<file path="config.mk">
export PLATFORM = sky130hd
export DESIGN_NAME = rbgt_glue
export DESIGN_NICKNAME = d
export VERILOG_FILES = /design/src/pkg/rbgt_pkg.sv /design/src/pkg/rbgt_seq_if.sv /design/src/hdl/rbgt_sensor_seq.sv /design/src/hdl/rbgt_glue.sv
export VERILOG_INCLUDE_DIRS = /design/src /design/src/pkg
export SDC_FILE = /design/constraint.sdc
export NUM_CORES = 1
export LEC_CHECK = 0
export ABC_AREA = 1
export BUFFER_PORTS_ARGS = -buffer_cell sky130_fd_sc_hd__buf_2
export CAP_MARGIN = 20
export CORE_AREA = 2 2 105 77
export CTS_CLUSTER_SIZE = 30
export DETAILED_ROUTE_END_ITERATION = 6
export DIE_AREA = 0 0 107 79
export GPL_TIMING_DRIVEN = 0
export PLACE_DENSITY = 0.61
export REMOVE_ABC_BUFFERS = 1
export SLEW_MARGIN = 20
export SYNTH_ARGS = -nofsm -noshare
export SYNTH_HDL_FRONTEND = slang
export SYNTH_HIERARCHICAL = 1
export SYNTH_SLANG_ARGS = --single-unit
</file>
<file path="constraint.sdc">
create_clock -name clk -period 3.7 [get_ports clk]
set_input_delay 0.555 -clock clk [delete_from_list [all_inputs] [get_ports clk]]
set_output_delay 0.555 -clock clk [all_outputs]
set_load 0.1 [all_outputs]
</file>
<file path="src/pkg/rbgt_regs.svh">
`ifndef RBGT_REGS_SVH
`define RBGT_REGS_SVH

// Serial clock divider
`define RBGT_DIV_LAST 4'h9
`define RBGT_DIV_HALF 4'h5

// Peripheral addresses on A0..A4
`define RBGT_ADDR_UART_LAST 5'h07
`define RBGT_ADDR_TIMER 5'h10
`define RBGT_ADDR_SOFT_RESET 5'h11
`define RBGT_ADDR_BOARD_ID 5'h12
`define RBGT_TIMER_RUN_BIT 0

// Soft reset stretch in clk cycles
`define RBGT_SOFT_RESET_CYCLES 4'h8

// Sensor sequence: phase lengths in serial clock periods, then pixel count
`define RBGT_GATE_TICKS 8'h04
`define RBGT_CONV_TICKS 8'h02
`define RBGT_PIXELS 12'h800

`endif

</file>
<file path="src/pkg/rbgt_pkg.sv">
package rbgt_pkg;

  typedef logic [13:0] rbgt_addr_t;
  typedef logic [10:0] rbgt_data_t;

  typedef enum logic [2:0] {
    ST_IDLE  = 3'b000,
    ST_GATE  = 3'b001,
    ST_RESET = 3'b010,
    ST_CDS_BASELINE_SAMPLE  = 3'b011,
    ST_SHIFT = 3'b100,
    ST_PEAK  = 3'b101,
    ST_CONV  = 3'b110
  } rbgt_seq_state_t;

endpackage

</file>
<file path="src/pkg/rbgt_seq_if.sv">
`timescale 1ns/100ps
interface rbgt_seq_if;
  logic clkEn;
  logic runEnable;
  logic serialTick;
  logic shiftClockN;
  logic resetPulseN;
  logic readoutGateN;
  logic baselineSample;
  logic peakSample;
  logic converterSelectN;
  logic startFlag;

  modport ctrl (
    output clkEn, runEnable, serialTick,
    input shiftClockN, resetPulseN, readoutGateN, baselineSample, peakSample, converterSelectN, startFlag
  );
  modport seq (
    input clkEn, runEnable, serialTick,
    output shiftClockN, resetPulseN, readoutGateN, baselineSample, peakSample, converterSelectN, startFlag
  );
endinterface

</file>
<file path="src/hdl/rbgt_sensor_seq.sv">
`timescale 1ns/100ps
`include "rbgt_regs.svh"
module rbgt_sensor_seq (
  // Clock and reset
  input wire logic clk,
  input wire logic rst_b,
  // Glue side
  rbgt_seq_if.seq sq
);
  import rbgt_pkg::*;

  rbgt_seq_state_t state;
  rbgt_seq_state_t next_state;
  logic [7:0] tickCount;
  logic [11:0] pixel;
  logic tickEnd;
  logic advance;
  logic convDone;

  assign advance = sq.clkEn && sq.serialTick;
  assign tickEnd = (state == ST_GATE) ? (tickCount == `RBGT_GATE_TICKS - 8'h01) :
                   (state == ST_CONV) ? (tickCount == `RBGT_CONV_TICKS - 8'h01) : 1'b1;
  assign convDone = (state == ST_CONV) && tickEnd;

  // Starts only with the timer run bit set; once it drops, stops in ST_GATE or at the end of ST_CONV
  always_comb begin
    next_state = state;
    case (state)
      ST_IDLE: begin
        if (sq.runEnable) next_state = ST_GATE;
      end
      ST_GATE: begin
        if (!sq.runEnable) next_state = ST_IDLE;
        else if (tickEnd) next_state = ST_RESET;
      end
      ST_RESET: next_state = ST_CDS_BASELINE_SAMPLE;
      ST_CDS_BASELINE_SAMPLE: next_state = ST_SHIFT;
      ST_SHIFT: next_state = ST_PEAK;
      ST_PEAK: next_state = ST_CONV;
      ST_CONV: begin
        // Pixel is always finished before stopping
        if (tickEnd) begin
          if (!sq.runEnable) next_state = ST_IDLE;
          else if (pixel == `RBGT_PIXELS - 12'h001) next_state = ST_GATE;
          else next_state = ST_RESET;
        end
      end
      default: next_state = ST_IDLE;
    endcase
  end

  always_ff @(posedge clk or negedge rst_b) begin
    if (!rst_b) begin
      state <= ST_IDLE;
      tickCount <= 8'h00;
    end else if (advance) begin
      state <= next_state;
      tickCount <= (next_state != state) ? 8'h00 : tickCount + 8'h01;
    end
  end

  always_ff @(posedge clk or negedge rst_b) begin
    if (!rst_b) begin
      pixel <= 12'h000;
    end else if (advance) begin
      if (state == ST_IDLE || state == ST_GATE) pixel <= 12'h000;
      else if (convDone) pixel <= pixel + 12'h001;
    end
  end

  // Registered drive, one clk behind state
  always_ff @(posedge clk or negedge rst_b) begin
    if (!rst_b) begin
      sq.readoutGateN <= 1'b1;
      sq.resetPulseN <= 1'b1;
      sq.baselineSample <= 1'b0;
      sq.shiftClockN <= 1'b1;
      sq.peakSample <= 1'b0;
      sq.converterSelectN <= 1'b1;
      sq.startFlag <= 1'b0;
    end else if (sq.clkEn) begin
      sq.readoutGateN <= !(state == ST_GATE);
      sq.resetPulseN <= !(state == ST_RESET);
      sq.baselineSample <= (state == ST_CDS_BASELINE_SAMPLE);
      sq.shiftClockN <= !(state == ST_SHIFT);
      sq.peakSample <= (state == ST_PEAK);
      sq.converterSelectN <= !(state == ST_CONV);
      sq.startFlag <= sq.serialTick && convDone;
    end
  end
endmodule

</file>
<file path="src/hdl/rbgt_glue.sv">
`timescale 1ns/100ps
`include "rbgt_regs.svh"
// Operation
// - Divide input clock by ten, free running
// - Divided clock shared by all serial links
// - Sensor sequence runs only when processor enables
// - Timer enabled by write of data bit 0 at address 16
// - Run bit starts and sustains conversion
// - Qualify by select, strobe and A0..A4
// - Higher addresses are never peripheral accesses
// - Addresses 0..7 select UART with strobes
// - Read at 18 opens board number gates
// - UART interrupt passed on inverted
// - Active board flag inverted to LVDS gates
// - Processor reset from monitor or address 17
// - Test select and clock forwarded, data chained
// - Processor reset is inverse of monitor reset or soft reset
module rbgt_glue (
  // Clock and reset
  input wire logic clk,
  input wire logic rst_b,
  input wire logic clkEn,
  // Processor bus
  input wire rbgt_pkg::rbgt_addr_t busAddr,
  input wire rbgt_pkg::rbgt_data_t busData,
  input wire logic ioSpaceSelectN,
  input wire logic bootSpaceSelectN,
  input wire logic busReadN,
  input wire logic busWriteN,
  // Peripheral strobes
  output logic uartSelectN,
  output logic uartReadN,
  output logic uartWriteN,
  output logic boardIdGateN,
  // Interrupt and board selection
  input wire logic uartIrq,
  output logic uartIrqN,
  input wire logic boardSelected,
  output logic boardSelectedN,
  // Processor reset
  input wire logic monitorReset,
  output logic processorResetN,
  // Peripheral serial clock
  output logic periphSerialClockHv,
  // Sensor and converter control
  output logic sensorShiftClockN,
  output logic sensorResetPulseN,
  output logic sensorReadoutGateN,
  output logic cdsBaselineSample,
  output logic cdsPeakSample,
  output logic converterSelectN,
  output logic conversionStartFlag,
  // Test chain
  input wire logic testModeIn,
  input wire logic testClockIn,
  input wire logic testDataIn,
  output logic testModeDown,
  output logic testClockDown,
  output logic testDataDown
);
  import rbgt_pkg::*;

  rbgt_seq_if sq ();

  logic [3:0] divCount;
  logic serialTick;
  logic ioAccess;
  logic strobe;
  logic timerRun;
  logic softHit;
  logic softHitPrev;
  logic [3:0] softCount;
  logic softActive;
  logic testClockPrev;
  logic bypassBit;

  // Low five address lines against a peripheral address
  function automatic logic addrIs(input rbgt_addr_t a, input logic [4:0] target);
    addrIs = (a[4:0] == target);
  endfunction

  // Free running divider, not gated by any command
  always_ff @(posedge clk or negedge rst_b) begin
    if (!rst_b) begin
      divCount <= 4'h0;
    end else if (clkEn) begin
      divCount <= (divCount == `RBGT_DIV_LAST) ? 4'h0 : divCount + 4'h1;
    end
  end

  // Low half then high half, so duty is exactly 50 %
  always_ff @(posedge clk or negedge rst_b) begin
    if (!rst_b) begin
      periphSerialClockHv <= 1'b0;
    end else if (clkEn) begin
      if (divCount == `RBGT_DIV_HALF - 4'h1) periphSerialClockHv <= 1'b1;
      else if (divCount == `RBGT_DIV_LAST) periphSerialClockHv <= 1'b0;
    end
  end

  // Sequencer steps once per serial clock period
  assign serialTick = (divCount == `RBGT_DIV_LAST);

  // Upper address lines belong to the processor itself and flash
  assign ioAccess = !ioSpaceSelectN && bootSpaceSelectN && (busAddr[13:5] == 9'h000);
  assign strobe = !busReadN || !busWriteN;

  always_comb begin
    uartSelectN = 1'b1;
    uartReadN = 1'b1;
    uartWriteN = 1'b1;
    boardIdGateN = 1'b1;
    if (ioAccess && strobe && (busAddr[4:0] <= `RBGT_ADDR_UART_LAST)) begin
      uartSelectN = 1'b0;
      uartReadN = busReadN;
      uartWriteN = busWriteN;
    end
    if (ioAccess && !busReadN && addrIs(busAddr, `RBGT_ADDR_BOARD_ID)) begin
      boardIdGateN = 1'b0;
    end
  end

  // Run bit follows every write to the timer address
  always_ff @(posedge clk or negedge rst_b) begin
    if (!rst_b) begin
      timerRun <= 1'b0;
    end else if (clkEn && ioAccess && !busWriteN && addrIs(busAddr, `RBGT_ADDR_TIMER)) begin
      timerRun <= busData[`RBGT_TIMER_RUN_BIT];
    end
  end

  assign softHit = ioAccess && strobe && addrIs(busAddr, `RBGT_ADDR_SOFT_RESET);

  // Strobe may be one cycle; stretch so the processor sees it
  always_ff @(posedge clk or negedge rst_b) begin
    if (!rst_b) begin
      softHitPrev <= 1'b0;
      softCount <= 4'h0;
    end else if (clkEn) begin
      softHitPrev <= softHit;
      if (softHit && !softHitPrev) softCount <= `RBGT_SOFT_RESET_CYCLES;
      else if (softCount != 4'h0) softCount <= softCount - 4'h1;
    end
  end

  assign softActive = (softCount != 4'h0);
  // Monitor path is combinational so it works with clk stopped
  assign processorResetN = !(monitorReset || softActive);

  assign uartIrqN = !uartIrq;
  assign boardSelectedN = !boardSelected;

  // Test chain: select and clock pass straight downstream
  assign testModeDown = testModeIn;
  assign testClockDown = testClockIn;

  // One bit bypass stage, shifted on test clock edges seen by clk
  always_ff @(posedge clk or negedge rst_b) begin
    if (!rst_b) begin
      testClockPrev <= 1'b0;
      bypassBit <= 1'b0;
      testDataDown <= 1'b0;
    end else if (clkEn) begin
      testClockPrev <= testClockIn;
      if (testClockIn && !testClockPrev) bypassBit <= testDataIn;
      if (!testClockIn && testClockPrev) testDataDown <= bypassBit;
    end
  end

  assign sq.clkEn = clkEn;
  assign sq.runEnable = timerRun;
  assign sq.serialTick = serialTick;

  rbgt_sensor_seq seqUnit (
    .clk(clk),
    .rst_b(rst_b),
    .sq(sq)
  );

  assign sensorShiftClockN = sq.shiftClockN;
  assign sensorResetPulseN = sq.resetPulseN;
  assign sensorReadoutGateN = sq.readoutGateN;
  assign cdsBaselineSample = sq.baselineSample;
  assign cdsPeakSample = sq.peakSample;
  assign converterSelectN = sq.converterSelectN;
  assign conversionStartFlag = sq.startFlag;
endmodule

</file>
# --- Word-level counts from Yosys, hierarchy flattened ---
# Index checks and enable logic that the tools add are counted.
op_classes:
  n_addsub: 4
  magnitude_cmp: 1
  n_eq_ne: 15
  mux: 21
  reduce_logical: 43
op_table:
  columns: ["op", "n"]
  rows:
  - ["$mux W12", 2]
  - ["$pmux W3 S7", 1]
  - ["$logic_and A1 B1 Y1", 16]
  - ["$eq A5 B5 Y1 const B", 3]
  - ["$mux W3", 5]
  - ["$logic_not A1 Y1", 13]
  - ["$add A12 B1 Y12 const B", 1]
  - ["$eq A12 B11 Y1 const B", 1]
  - ["$mux W4", 3]
  - ["$reduce_and A2 Y1", 5]
  - ["$eq A3 B3 Y1 const B", 3]
  - ["$logic_not A9 Y1", 1]
  - ["$add A8 B1 Y8 const B", 1]
  - ["$eq A8 B1 Y1 const B", 1]
  - ["$eq A8 B2 Y1 const B", 1]
  - ["$mux W1", 8]
  - ["$mux W8", 1]
  - ["$eq A3 B2 Y1 const B", 2]
  - ["$reduce_bool A2 Y1", 3]
  - ["$le A5 B3 Y1 const B", 1]
  - ["$add A4 B1 Y4 const B", 1]
  - ["$eq A4 B3 Y1 const B", 1]
  - ["$eq A4 B4 Y1 const B", 1]
  - ["$reduce_bool A4 Y1", 1]
  - ["6 further kinds", 8]
totals:
  register_bits: 44
  input_bits: 38
  output_inout_bits: 18
  elab_cells: 102

# --- Logic depth before layout (Yosys ltp) ---
# Gate-level depths: netlist of the first run.
depth:
  depth_word: 8
  depth_mapped: 12
  depth_no_buf: 11

# --- Modules after synthesis ---
# The synthesis of the first run kept the hierarchy.
modules_own_cells:
  columns: ["module", "n_inst", "cells_per_inst", "area_each_um2", "seq_area_each_um2"]
  rows:
  - ["rbgt_sensor_seq", 1, 209, 1781.7, 755.7]
  - ["rbgt_glue", 1, 126, 959.7, 350.3]

# --- Worst setup path before layout of the first run ---
# No wires, ideal clock.
synth_timing:
  path_kind: "reg-to-output"
  start: "register softCount[0]"
  end: "output processorResetN"
  t_arrival_ns: 2.062
  required_ns: 3.145
  path_slack_ns: 1.083
  stages_incl_launch_ff: 7
  n_path_buf: 0
  path_cell_list: "dfrtp_1 inv_1 ha_1 inv_1 nor2_1 nand2_1 nor2_1"
synth_via:
  elab_chain_cells: 3
synth_lines:
  columns: ["item", "line", "rtl"]
  rows:
  - ["start, declared", "rbgt_glue.sv:72", "logic [3:0] softCount;"]
  - ["start signal, assigned", "rbgt_glue.sv:141", "if (softHit && !softHitPrev) softCount <= `RBGT_SOFT_RESET_CYCLES;"]
  - ["start signal, assigned", "rbgt_glue.sv:142", "else if (softCount != 4'h0) softCount <= softCount - 4'h1;"]
  - ["$reduce_bool A4 Y1", "rbgt_glue.sv:146", "assign softActive = (softCount != 4'h0);"]
  - ["$logic_or A1 B1 Y1", "rbgt_glue.sv:148", "assign processorResetN = !(monitorReset || softActive);"]
  - ["$logic_not A1 Y1", "rbgt_glue.sv:148", null]
  - ["end, declared", "rbgt_glue.sv:42", "output logic processorResetN,"]
# No other way between the ends.

# --- Worst setup path after layout of the first run ---
layout_timing:
  start: "register divCount[2]"
  end: "register seqUnit.pixel[10]"
layout_via:
  elab_chain_cells: 3
layout_lines:
  columns: ["item", "line", "rtl"]
  rows:
  - ["start, declared", "rbgt_glue.sv:65", "logic [3:0] divCount;"]
  - ["start signal, assigned", "rbgt_glue.sv:87", "divCount <= (divCount == `RBGT_DIV_LAST) ? 4'h0 : divCount + 4'h1;"]
  - ["$eq A4 B4 Y1 (no source line)", null, null]
  - ["named net serialTick", "rbgt_glue.sv:66", "logic serialTick;"]
  - ["$logic_and A1 B1 Y1", "rbgt_sensor_seq.sv:20", "assign advance = sq.clkEn && sq.serialTick;"]
  - ["$reduce_and A2 Y1 (no source line)", null, null]
  - ["end signal, assigned", "rbgt_sensor_seq.sv:67", "else if (convDone) pixel <= pixel + 12'h001;"]
  - ["end, declared", "rbgt_sensor_seq.sv:15", "logic [11:0] pixel;"]
# The timed path passes the listed nets, and every way through them passes these cells.
# A chain may end at the register's enable or synchronous reset.

==> results.cfg, run 1 <==
[sta]
max_clock_freq_mhz = 399
drv_slew = 0
rsz0062_at_grt = no
slew_headroom = 0.362
fin_ws_ps = 1190
tightest_slew_ps = 957
min_period_ps = 2510
skew_ps = 15.8
setup_viol = 0
hold_viol = 0
timing.final.crit_share = 0.678
fin_setup_tns_ps = 0

[die]
rows = 27
dieArea_um2 = 8450
core-area_um2 = 7530
ios = 56
start_util = 0.364
die-width_um = 107
die_height_um = 79

[place]
io_buffer_count = 43
dp_hpwl_um = 4160
dp_cells = 474
place_ws_ps = 926
place_congestion = 0.803

[worst_setup_path]
critPathMaxStageDelay_ps = 570
slowest_stage = inv_1
cp_max_fo = 16
arrival_ps = 2710
crit_chain = inv_1 > nand4_1 > inv_1 > nand2_1 > inv_1 > nand3_2 > o21ai_4 > inv_4 > o31ai_2
start_kind = register
rr_worst_depth = 9
r2r_setup_slack_ps = 1190
worstPathRequired_ps = 3900
crit_top_cell = inv_1
startpoint = divCount[2]$_DFFE_PN0P_
reg2reg_to = seqUnit/pixel[10]$_DFFE_PN0P_
reg2reg_from = divCount[2]$_DFFE_PN0P_
critPathKind = reg -> reg
worstSetupEndpointType = register

[global_routing]
grt_pass1_vias = 2072
grt_max_degree = 45
grt_pass1_wl_um = 9330
track_usage = 0.139
grt_overflow = 0
antenna_found_initial = 0

[clocking]
cts.sinks = 44
clock-root-buffer = clkbuf_8
hold_buffers = 0
path_clk_slew_ps = 90
post_cts.repair.setup_buffers = 0
clk_latency_ps = 310
numCtsBuffers = 5
cts_tree = yes
h-tree-depth = 2
ctsLongestPathBuffers = 2
post_cts_resized = 0

[finish]
drive_gt1_frac = 0.268
syn2layout_area_growth_pct = 15.0
layout_common_cells = 67 x nand2_1, 44 x inv_1, 43 x buf_2, 40 x dfrtp_1, 28 x nor2_1
utilization = 0.419
mostFrequentLayoutCell = nand2_1
antenna_cells = 0
final_cells = 482
fin_nets = 423

[detailed_routing]
drt_iter0_drc = 136
routedWlPerCell_um = 11.4
wl_um = 5510
drc_errors = 0
dr.pass1.iters = 4
routed_via_density = 4.75
antenna_left = 0
via_count = 2291

[logic_synthesis]
synth_enable_flop_cells = 0
ys_seq_area_frac = 0.403
async_reset_ff_frac = 1.00
synth-main-ff-cell = dfrtp_1
syn_area_um2 = 2740
synth_cells = 335
avgSynthCellArea_um2 = 8.18
synthDistinctLibCells = 45
synth_seq_cells = 44
yosys_warnings = 6

[job]
maxCapViolCount = 0

[power_and_ir_drop]
power_density_nw_per_um2 = 665
power_w = 0.00210
pwr-share-seq = 0.352
ir_drop_mv = 0.282
p_leak_nw = 1.49
switching_share = 0.486
p_switching_w = 0.00102
power_frac_comb = 0.471
clock_power_share = 0.177
power.internal_w = 0.00108

[hold_path]
hold_class = in -> async

[status]
status = complete, no violations
cells in the mapped netlist, types with 2 or more instances:
cell type / count / share of area
nor2_1: 28 / 0.038
nand3_2: 2 / 0.0073
nand3_1: 20 / 0.037
o21ai_0: 10 / 0.018
a21oi_1: 11 / 0.020
or2_2: 2 / 0.0046
o31ai_2: 4 / 0.018
dfstp_2: 4 / 0.038
nor3_1: 6 / 0.011
dfrtp_1: 40 / 0.37
nand2_1: 67 / 0.092
o21ai_1: 4 / 0.0073
nand3b_1: 4 / 0.011
inv_2: 8 / 0.011
buf_4: 2 / 0.0055
inv_1: 44 / 0.060
nand4_1: 12 / 0.027
o31ai_1: 3 / 0.0082
a31oi_1: 4 / 0.0091
a21oi_2: 6 / 0.019
xor2_1: 14 / 0.045
o21ai_2: 3 / 0.0096
nor4_1: 2 / 0.0046
ha_1: 5 / 0.023
buf_6: 2 / 0.0082
nor2_4: 2 / 0.0082
nand2_2: 8 / 0.018
worst max-delay path: cells and delay by family (launching register included):
| kind | cells | cell delay [ps] |
|---|---|---|
| AOI/OAI and AO/OA | 2 | 430 |
| DFF | 1 | 450 |
| buffers and inverters | 4 | 910 |
| and+or+nand+nor | 3 | 620 |
stage by stage:
stage                     hold WS (ps)  area [µm²]
final                              393        3150
after global routing               476        3150
after CTS                          433        3150
after detailed placement           461        3040
after global placement             455        3040
after floorplan                    259        2700
flip-flops by register name (all words and copies together), names as in the netlist, 3 cells and up:
register	cells
seqUnit/pixel	12
seqUnit/tickCount	8
divCount	4
softCount	4
seqUnit/state	3
power groups by stage:
stage / clock network [W] / registers [W] / logic [W]
after floorplan: 0 / 0.000933 / 0.000598
after global routing: 0.000402 / 0.000756 / 0.00110
after CTS: 0.000383 / 0.000738 / 0.000993
after detailed placement: 0 / 0.000746 / 0.000993
final: 0.000371 / 0.000737 / 0.000987
after global placement: 0 / 0.000744 / 0.000976
how the worst max path moves through the flow:
stage	endpoint	slack, ps	cells after the start
6_report	seqUnit/pixel[10]$_DFFE_PN0P_	1190	9
5_1_grt	seqUnit/pixel[10]$_DFFE_PN0P_	990	9
4_1_cts	seqUnit/pixel[10]$_DFFE_PN0P_	1190	9
3_5_place_dp	seqUnit/pixel[10]$_DFFE_PN0P_	930	7
3_3_place_gp	seqUnit/pixel[6]$_DFFE_PN0P_	1010	7
2_1_floorplan	processorResetN	1080	6
area by class of cell:
cell class	count	area (µm²)
inverters	54	205
repair buffers	43	215
well taps	101	126
flip-flops and latches	44	1110
clock inverters	3	42.5
multi-input cells	232	1390
fillers	760	4380
clock buffers	5	68.8
kinds of logic after synthesis:
kind of cell / Yosys count / synth area share
flops: 44 / 0.403
compound gates: 49 / 0.129
simple gates: 163 / 0.307
fa+ha+maj: 5 / 0.0228
xor+xnor: 15 / 0.0479
buf+inv: 59 / 0.0899
routing by layer:
layer / wire length (µm) / part of all wire / vias up / track usage
li1: - / - / 1186 / -
met1: 2810 / 0.51 / 1059 / 0.198
met2: 2350 / 0.43 / 38 / 0.207
met3: 266 / 0.048 / 8 / 0.0320
met4: 77 / 0.014 / 0 / 0.0506
met5: 0 / 0 / - / 0
Note: power is estimated with default switching activity, not from simulation.
==> run 2, diff against run 1 <==
--- a/config.mk
+++ b/config.mk
@@ -6,15 +6,15 @@
 export SDC_FILE = /design/constraint.sdc
 export NUM_CORES = 1
 export LEC_CHECK = 0
-export ABC_AREA = 1
+export ABC_AREA = 0
 export BUFFER_PORTS_ARGS = -buffer_cell sky130_fd_sc_hd__buf_2
 export CAP_MARGIN = 20
-export CORE_AREA = 2 2 105 77
+export CORE_AREA = 2 2 99 72
 export CTS_CLUSTER_SIZE = 30
 export DETAILED_ROUTE_END_ITERATION = 6
-export DIE_AREA = 0 0 107 79
+export DIE_AREA = 0 0 101 74
 export GPL_TIMING_DRIVEN = 0
-export PLACE_DENSITY = 0.61
+export PLACE_DENSITY = 0.64
 export REMOVE_ABC_BUFFERS = 1
 export SLEW_MARGIN = 20
 export SYNTH_ARGS = -nofsm -noshare
==> constraint.sdc (replaced) <==
create_clock -name clk -period 2.18 [get_ports clk]
set_input_delay 0.327 -clock clk [delete_from_list [all_inputs] [get_ports clk]]
set_output_delay 0.327 -clock clk [all_outputs]
set_load 0.1 [all_outputs]
==> results.cfg, run 2 <==
[logic_synthesis]
synth_cells = 264
synth_commonest_cells = 40 x dfrtp_1, 31 x nor2_1, 29 x nand2_1
yosysTopAreaCell = dfrtp_1
synth.most_common_cell = dfrtp_1
yosys_warnings = 6
synthDistinctLibCells = 55
async_reset_ff_frac = 1.00
synth-main-ff-cell = dfrtp_1
synth_area_leaders = dfrtp_1 41%, nor2_1 4.8%, nand2_1 4.5%
synth_enable_flop_cells = 0
syn_area_um2 = 2440
avgSynthCellArea_um2 = 9.23
ys_seq_area_frac = 0.454
synth_top_area_share = 0.411
synth_seq_cells = 44

[detailed_routing]
via_count = 2012
drc_errors = 0
topRoutingLayerUsed = met4
wl_met1_um = 2540
wl_um = 5050
dr.pass1.iters = 4
routedWlPerCell_um = 12.9
drt_iter0_drc = 92
antenna_left = 0
wl_met2_um = 2280
wl_met3_um = 207
routed_via_density = 5.12

[finish]
reg_top3 = seqUnit/pixel: 12 flops, seqUnit/tickCount: 8 flops
layout_common_cells = 40 x dfrtp_1, 38 x buf_2, 31 x nor2_1, 29 x nand2_1
syn2layout_area_growth_pct = 21.5
fin_area_um2 = 2960
mostFrequentLayoutCell = dfrtp_1
regMostFlops = seqUnit/pixel
largest_reg_flops = 12
drive_gt1_frac = 0.256
antenna_cells = 0
fin_nets = 354
utilization = 0.451

[worst_setup_path]
worstSetupEndpointType = primary output
worstPathRequired_ps = 1850
slowest_stage = or4_4
cp_max_fo = 3
arrival_ps = 2100
crit_chain = buf_6 > or4_4 > a2111o_1 > or3_4 > or2_4 > buf_12
critPathMaxStageDelay_ps = 530
r2r_setup_slack_ps = 200
crit_family = simple AND/OR/NAND/NOR gates
worstPathBufferInverterCount = 2
start_kind = input pin
critPathKind = in -> out

[place]
io_buffer_count = 43
place_ws_ps = -410
place_congestion = 0.789
dp_hpwl_um = 3390
placed_area_um2 = 2710

[sta]
rsz0062_at_grt = yes
setup_viol = 3
skew_ps = 3.62
fin_setup_tns_ps = -611
timing.hold.ws_ps = -2.46
max_clock_freq_mhz = 411
timing.final.crit_share = 1.11
tightest_slew_ps = 521
slew_headroom = 0.652
min_period_ps = 2430
hold_viol = 4
drv_slew = 0
fin_ws_ps = -250

[hold_path]
hold_class = in -> async

[power_and_ir_drop]
power.internal_w = 0.00150
ir_drop_mv = 0.419
pwr-share-seq = 0.462
p_switching_w = 0.000761
power_frac_comb = 0.269
switching_share = 0.337
clock_power_share = 0.270
power_density_nw_per_um2 = 764
p_leak_nw = 1.32

[status]
violations = negative hold slack, negative setup slack
status = finished with violations

[die]
die_height_um = 74
ios = 56
core-area_um2 = 6570
start_util = 0.371
rows = 25
die-width_um = 101
dieArea_um2 = 7470

[global_routing]
grt_pass1_vias = 1937
track_usage = 0.145
antenna_found_initial = 0
grt_overflow = 0
grt_pass1_wl_um = 8650
grt_max_degree = 45

[clocking]
path_clk_slew_ps = 80
h-tree-depth = 2
cts.sinks = 44
ctsLongestPathBuffers = 2
clk_latency_ps = 290
clock-root-buffer = clkbuf_8
cts_tree = yes
hold_buffers = 0
numCtsBuffers = 5

[job]
maxCapViolCount = 0
-- run 2: path summary, 6_finish.rpt --
kind                                                           end                               start  cells after the start
hold reg to reg                 seqUnit/sq.shiftClockN$_DFFE_PN1P_  seqUnit/sq.shiftClockN$_DFFE_PN1P_                      2
max in group asynchronous  seqUnit/sq.converterSelectN$_DFFE_PN1P_                               rst_b                      2
hold / removal                             divCount[1]$_DFFE_PN0P_                               rst_b                      1
setup reg to reg                  seqUnit/tickCount[4]$_DFFE_PN0P_             divCount[2]$_DFFE_PN0P_                      6
setup / recovery                                         uartReadN                          busAddr[9]                      6
min in group clk                          sq.runEnable$_DFFE_PN0P_                          busData[0]                      2
-- run 2: logic make-up after synthesis --
group,after synthesis,synth area share
AOI/OAI and AO/OA,42,0.118
xor gates and xnor gates,13,0.0467
adders and majority gates,5,0.0257
buffers and inverters,24,0.0411
DFF,44,0.454
muxes,4,0.0180
and+or+nand+nor,132,0.297
-- run 2: layer usage --
metal,vias up,GRT usage
met5,-,0
met3,4,0.0310
met4,0,0.0450
li1,1021,-
met1,950,0.199
met2,37,0.234
-- run 2: area by class of cell --
cell class              instances  area, µm²
multi-input cells             196       1260
well taps                      81        101
inverters                      13       48.8
repair buffers                 51        340
fillers                       644       3610
clock buffers                   6       72.6
clock inverters                 2       35.0
flip-flops and latches         44       1110
-- run 2: timing repair --
action,in CTS,in global routing
resized for setup,16,3
pin swaps,2,1
setup endpoints to repair,10,18
gates cloned,0,0
buffers inserted,3,4
-- run 2: per-stage QoR --
stage	std cells	power (W)	hold slack, ps
after floorplan	253	0.00148	31.4
after global placement	377	0.00162	470
after detailed placement	377	0.00164	480
after CTS	388	0.00227	227
after global routing	393	0.00241	18.6
final	393	0.00226	-2.46
-- run 2: power by group through the flow --
stage | logic (W) | clock network (W) | registers [W]
floorplan | 0.000351 | 0 | 0.00113
global placement | 0.000566 | 0 | 0.00105
detailed placement | 0.000583 | 0 | 0.00106
CTS | 0.000592 | 0.000631 | 0.00104
global route | 0.000670 | 0.000675 | 0.00106
finish | 0.000607 | 0.000609 | 0.00104
==> run 3, diff against run 2 <==
--- a/config.mk
+++ b/config.mk
@@ -15,7 +15,6 @@
 export DIE_AREA = 0 0 101 74
 export GPL_TIMING_DRIVEN = 0
 export PLACE_DENSITY = 0.64
-export REMOVE_ABC_BUFFERS = 1
 export SLEW_MARGIN = 20
 export SYNTH_ARGS = -nofsm -noshare
 export SYNTH_HDL_FRONTEND = slang
==> results.cfg, run 3 (synthesis gave the netlist of run 2 again) <==
[place]
dp_hpwl_um = 3820
place_ws_ps = -434
placed_area_um2 = 2770
place_congestion = 0.825
io_buffer_count = 44

[sta]
timing.hold.ws_ps = 31.8
drv_slew = 0
hold_viol = 0
max_clock_freq_mhz = 403
setup_viol = 3
slew_headroom = 0.623
fin_ws_ps = -300
rsz0062_at_grt = yes
min_period_ps = 2480
skew_ps = 6.46
tightest_slew_ps = 565
timing.final.crit_share = 1.14

[die]
die_height_um = 74
rows = 25
core-area_um2 = 6570
ios = 56
dieArea_um2 = 7470
start_util = 0.371
die-width_um = 101

[finish]
mostFrequentLayoutCell = dfrtp_1
syn2layout_area_growth_pct = 21.3
fill_cells = 667
fin_nets = 360
reg_top3 = seqUnit/pixel: 12 flops, seqUnit/tickCount: 8 flops
fin_area_um2 = 2950
layout_common_cells = 40 x dfrtp_1, 39 x buf_2, 30 x nor2_1, 29 x nand2_1
largest_reg_flops = 12
drive_gt1_frac = 0.255
antenna_cells = 0
regMostFlops = seqUnit/pixel

[detailed_routing]
routedWlPerCell_um = 13.3
drc_errors = 0
antenna_left = 0
wl_um = 5300
dr.pass1.iters = 6
via_count = 2014
drt_iter0_drc = 125
routed_via_density = 5.05

[status]
violations = negative setup slack
status = finished with violations

[clocking]
cts.sinks = 44
h-tree-depth = 2
cts_tree = yes
clock-root-buffer = clkbuf_8
clk_latency_ps = 290
path_clk_slew_ps = 80
ctsLongestPathBuffers = 2
numCtsBuffers = 5
hold_buffers = 0

[global_routing]
grt_pass1_vias = 1889
grt_overflow = 0
track_usage = 0.150
antenna_found_initial = 0
grt_max_degree = 45
grt_pass1_wl_um = 8860

[logic_synthesis]
synth_fp_nets = 307

[worst_setup_path]
critPathKind = in -> out
worstPathBufferInverterCount = 2
worstPathRequired_ps = 1850
start_kind = input pin
worstSetupEndpointType = primary output
crit_chain = buf_6 > or4b_4 > a2111o_1 > or3_4 > or2_4 > buf_12
arrival_ps = 2150
cp_max_fo = 3
slowest_stage = or4b_4
critPathMaxStageDelay_ps = 530
crit_family = simple AND/OR/NAND/NOR gates

[hold_path]
hold_class = in -> async

[power_and_ir_drop]
power_density_nw_per_um2 = 738
ir_drop_mv = 0.301
p_leak_nw = 1.32

[job]
maxCapViolCount = 0
[run 3: per-layer routing]
| layer | global-route usage | wire length (µm) |
|---|---|---|
| met4 | 0.0405 | 35 |
| met1 | 0.227 | 2860 |
| met3 | 0.0357 | 204 |
| met2 | 0.217 | 2200 |
| met5 | 0 | 0 |
[run 3: final timing paths]
check                                             start                                 endpoint  slack [ps]  cells after the start
min in group clk                             busData[0]                 sq.runEnable$_DFFE_PN0P_         260                      2
max in group asynchronous                         rst_b  seqUnit/sq.converterSelectN$_DFFE_PN1P_        1760                      1
worst min-delay path                              rst_b         seqUnit/tickCount[5]$_DFFE_PN0P_          30                      1
worst max-delay path                         busAddr[5]                                uartReadN        -300                      6
worst max register to register  divCount[2]$_DFFE_PN0P_            seqUnit/pixel[10]$_DFFE_PN0P_         180                      8
worst min register to register    bypassBit$_DFFE_PN0P_                 testDataDown$_DFFE_PN0P_         490                      1
[run 3: repair_timing]
item	4_1_cts	5_1_grt
gates resized for setup	16	3
setup buffers	3	0
pin swaps	2	0
endpoints found under the hold margin	0	0
endpoints found under the setup margin	10	10
[run 3: layout make-up]
cell class              count  area, µm²  area share
repair buffers             47        303       0.102
clock buffers               8       90.1      0.0305
well taps                  81        101      0.0343
inverters                  13       48.8      0.0165
flip-flops and latches     44       1110       0.374
multi-input cells         196       1250       0.425
plain buffers              10       50.0      0.0169
[run 3: per-stage QoR]
stage          setup TNS, ps  std cells  power [W]  utilization
2_1_floorplan           -785        264    0.00151            -
3_3_place_gp           -1350        389    0.00165        0.422
3_5_place_dp           -1530        389    0.00166        0.422
4_1_cts                 -736        399    0.00219        0.448
5_1_grt                 -821        399    0.00233        0.450
6_report                -768        399    0.00218        0.450
[run 3: report_power, final]
part           internal, W  switching [W]  total, W
registers         0.000932       0.000114   0.00105
logic             0.000223       0.000392  0.000614
clock network     0.000259       0.000261  0.000519
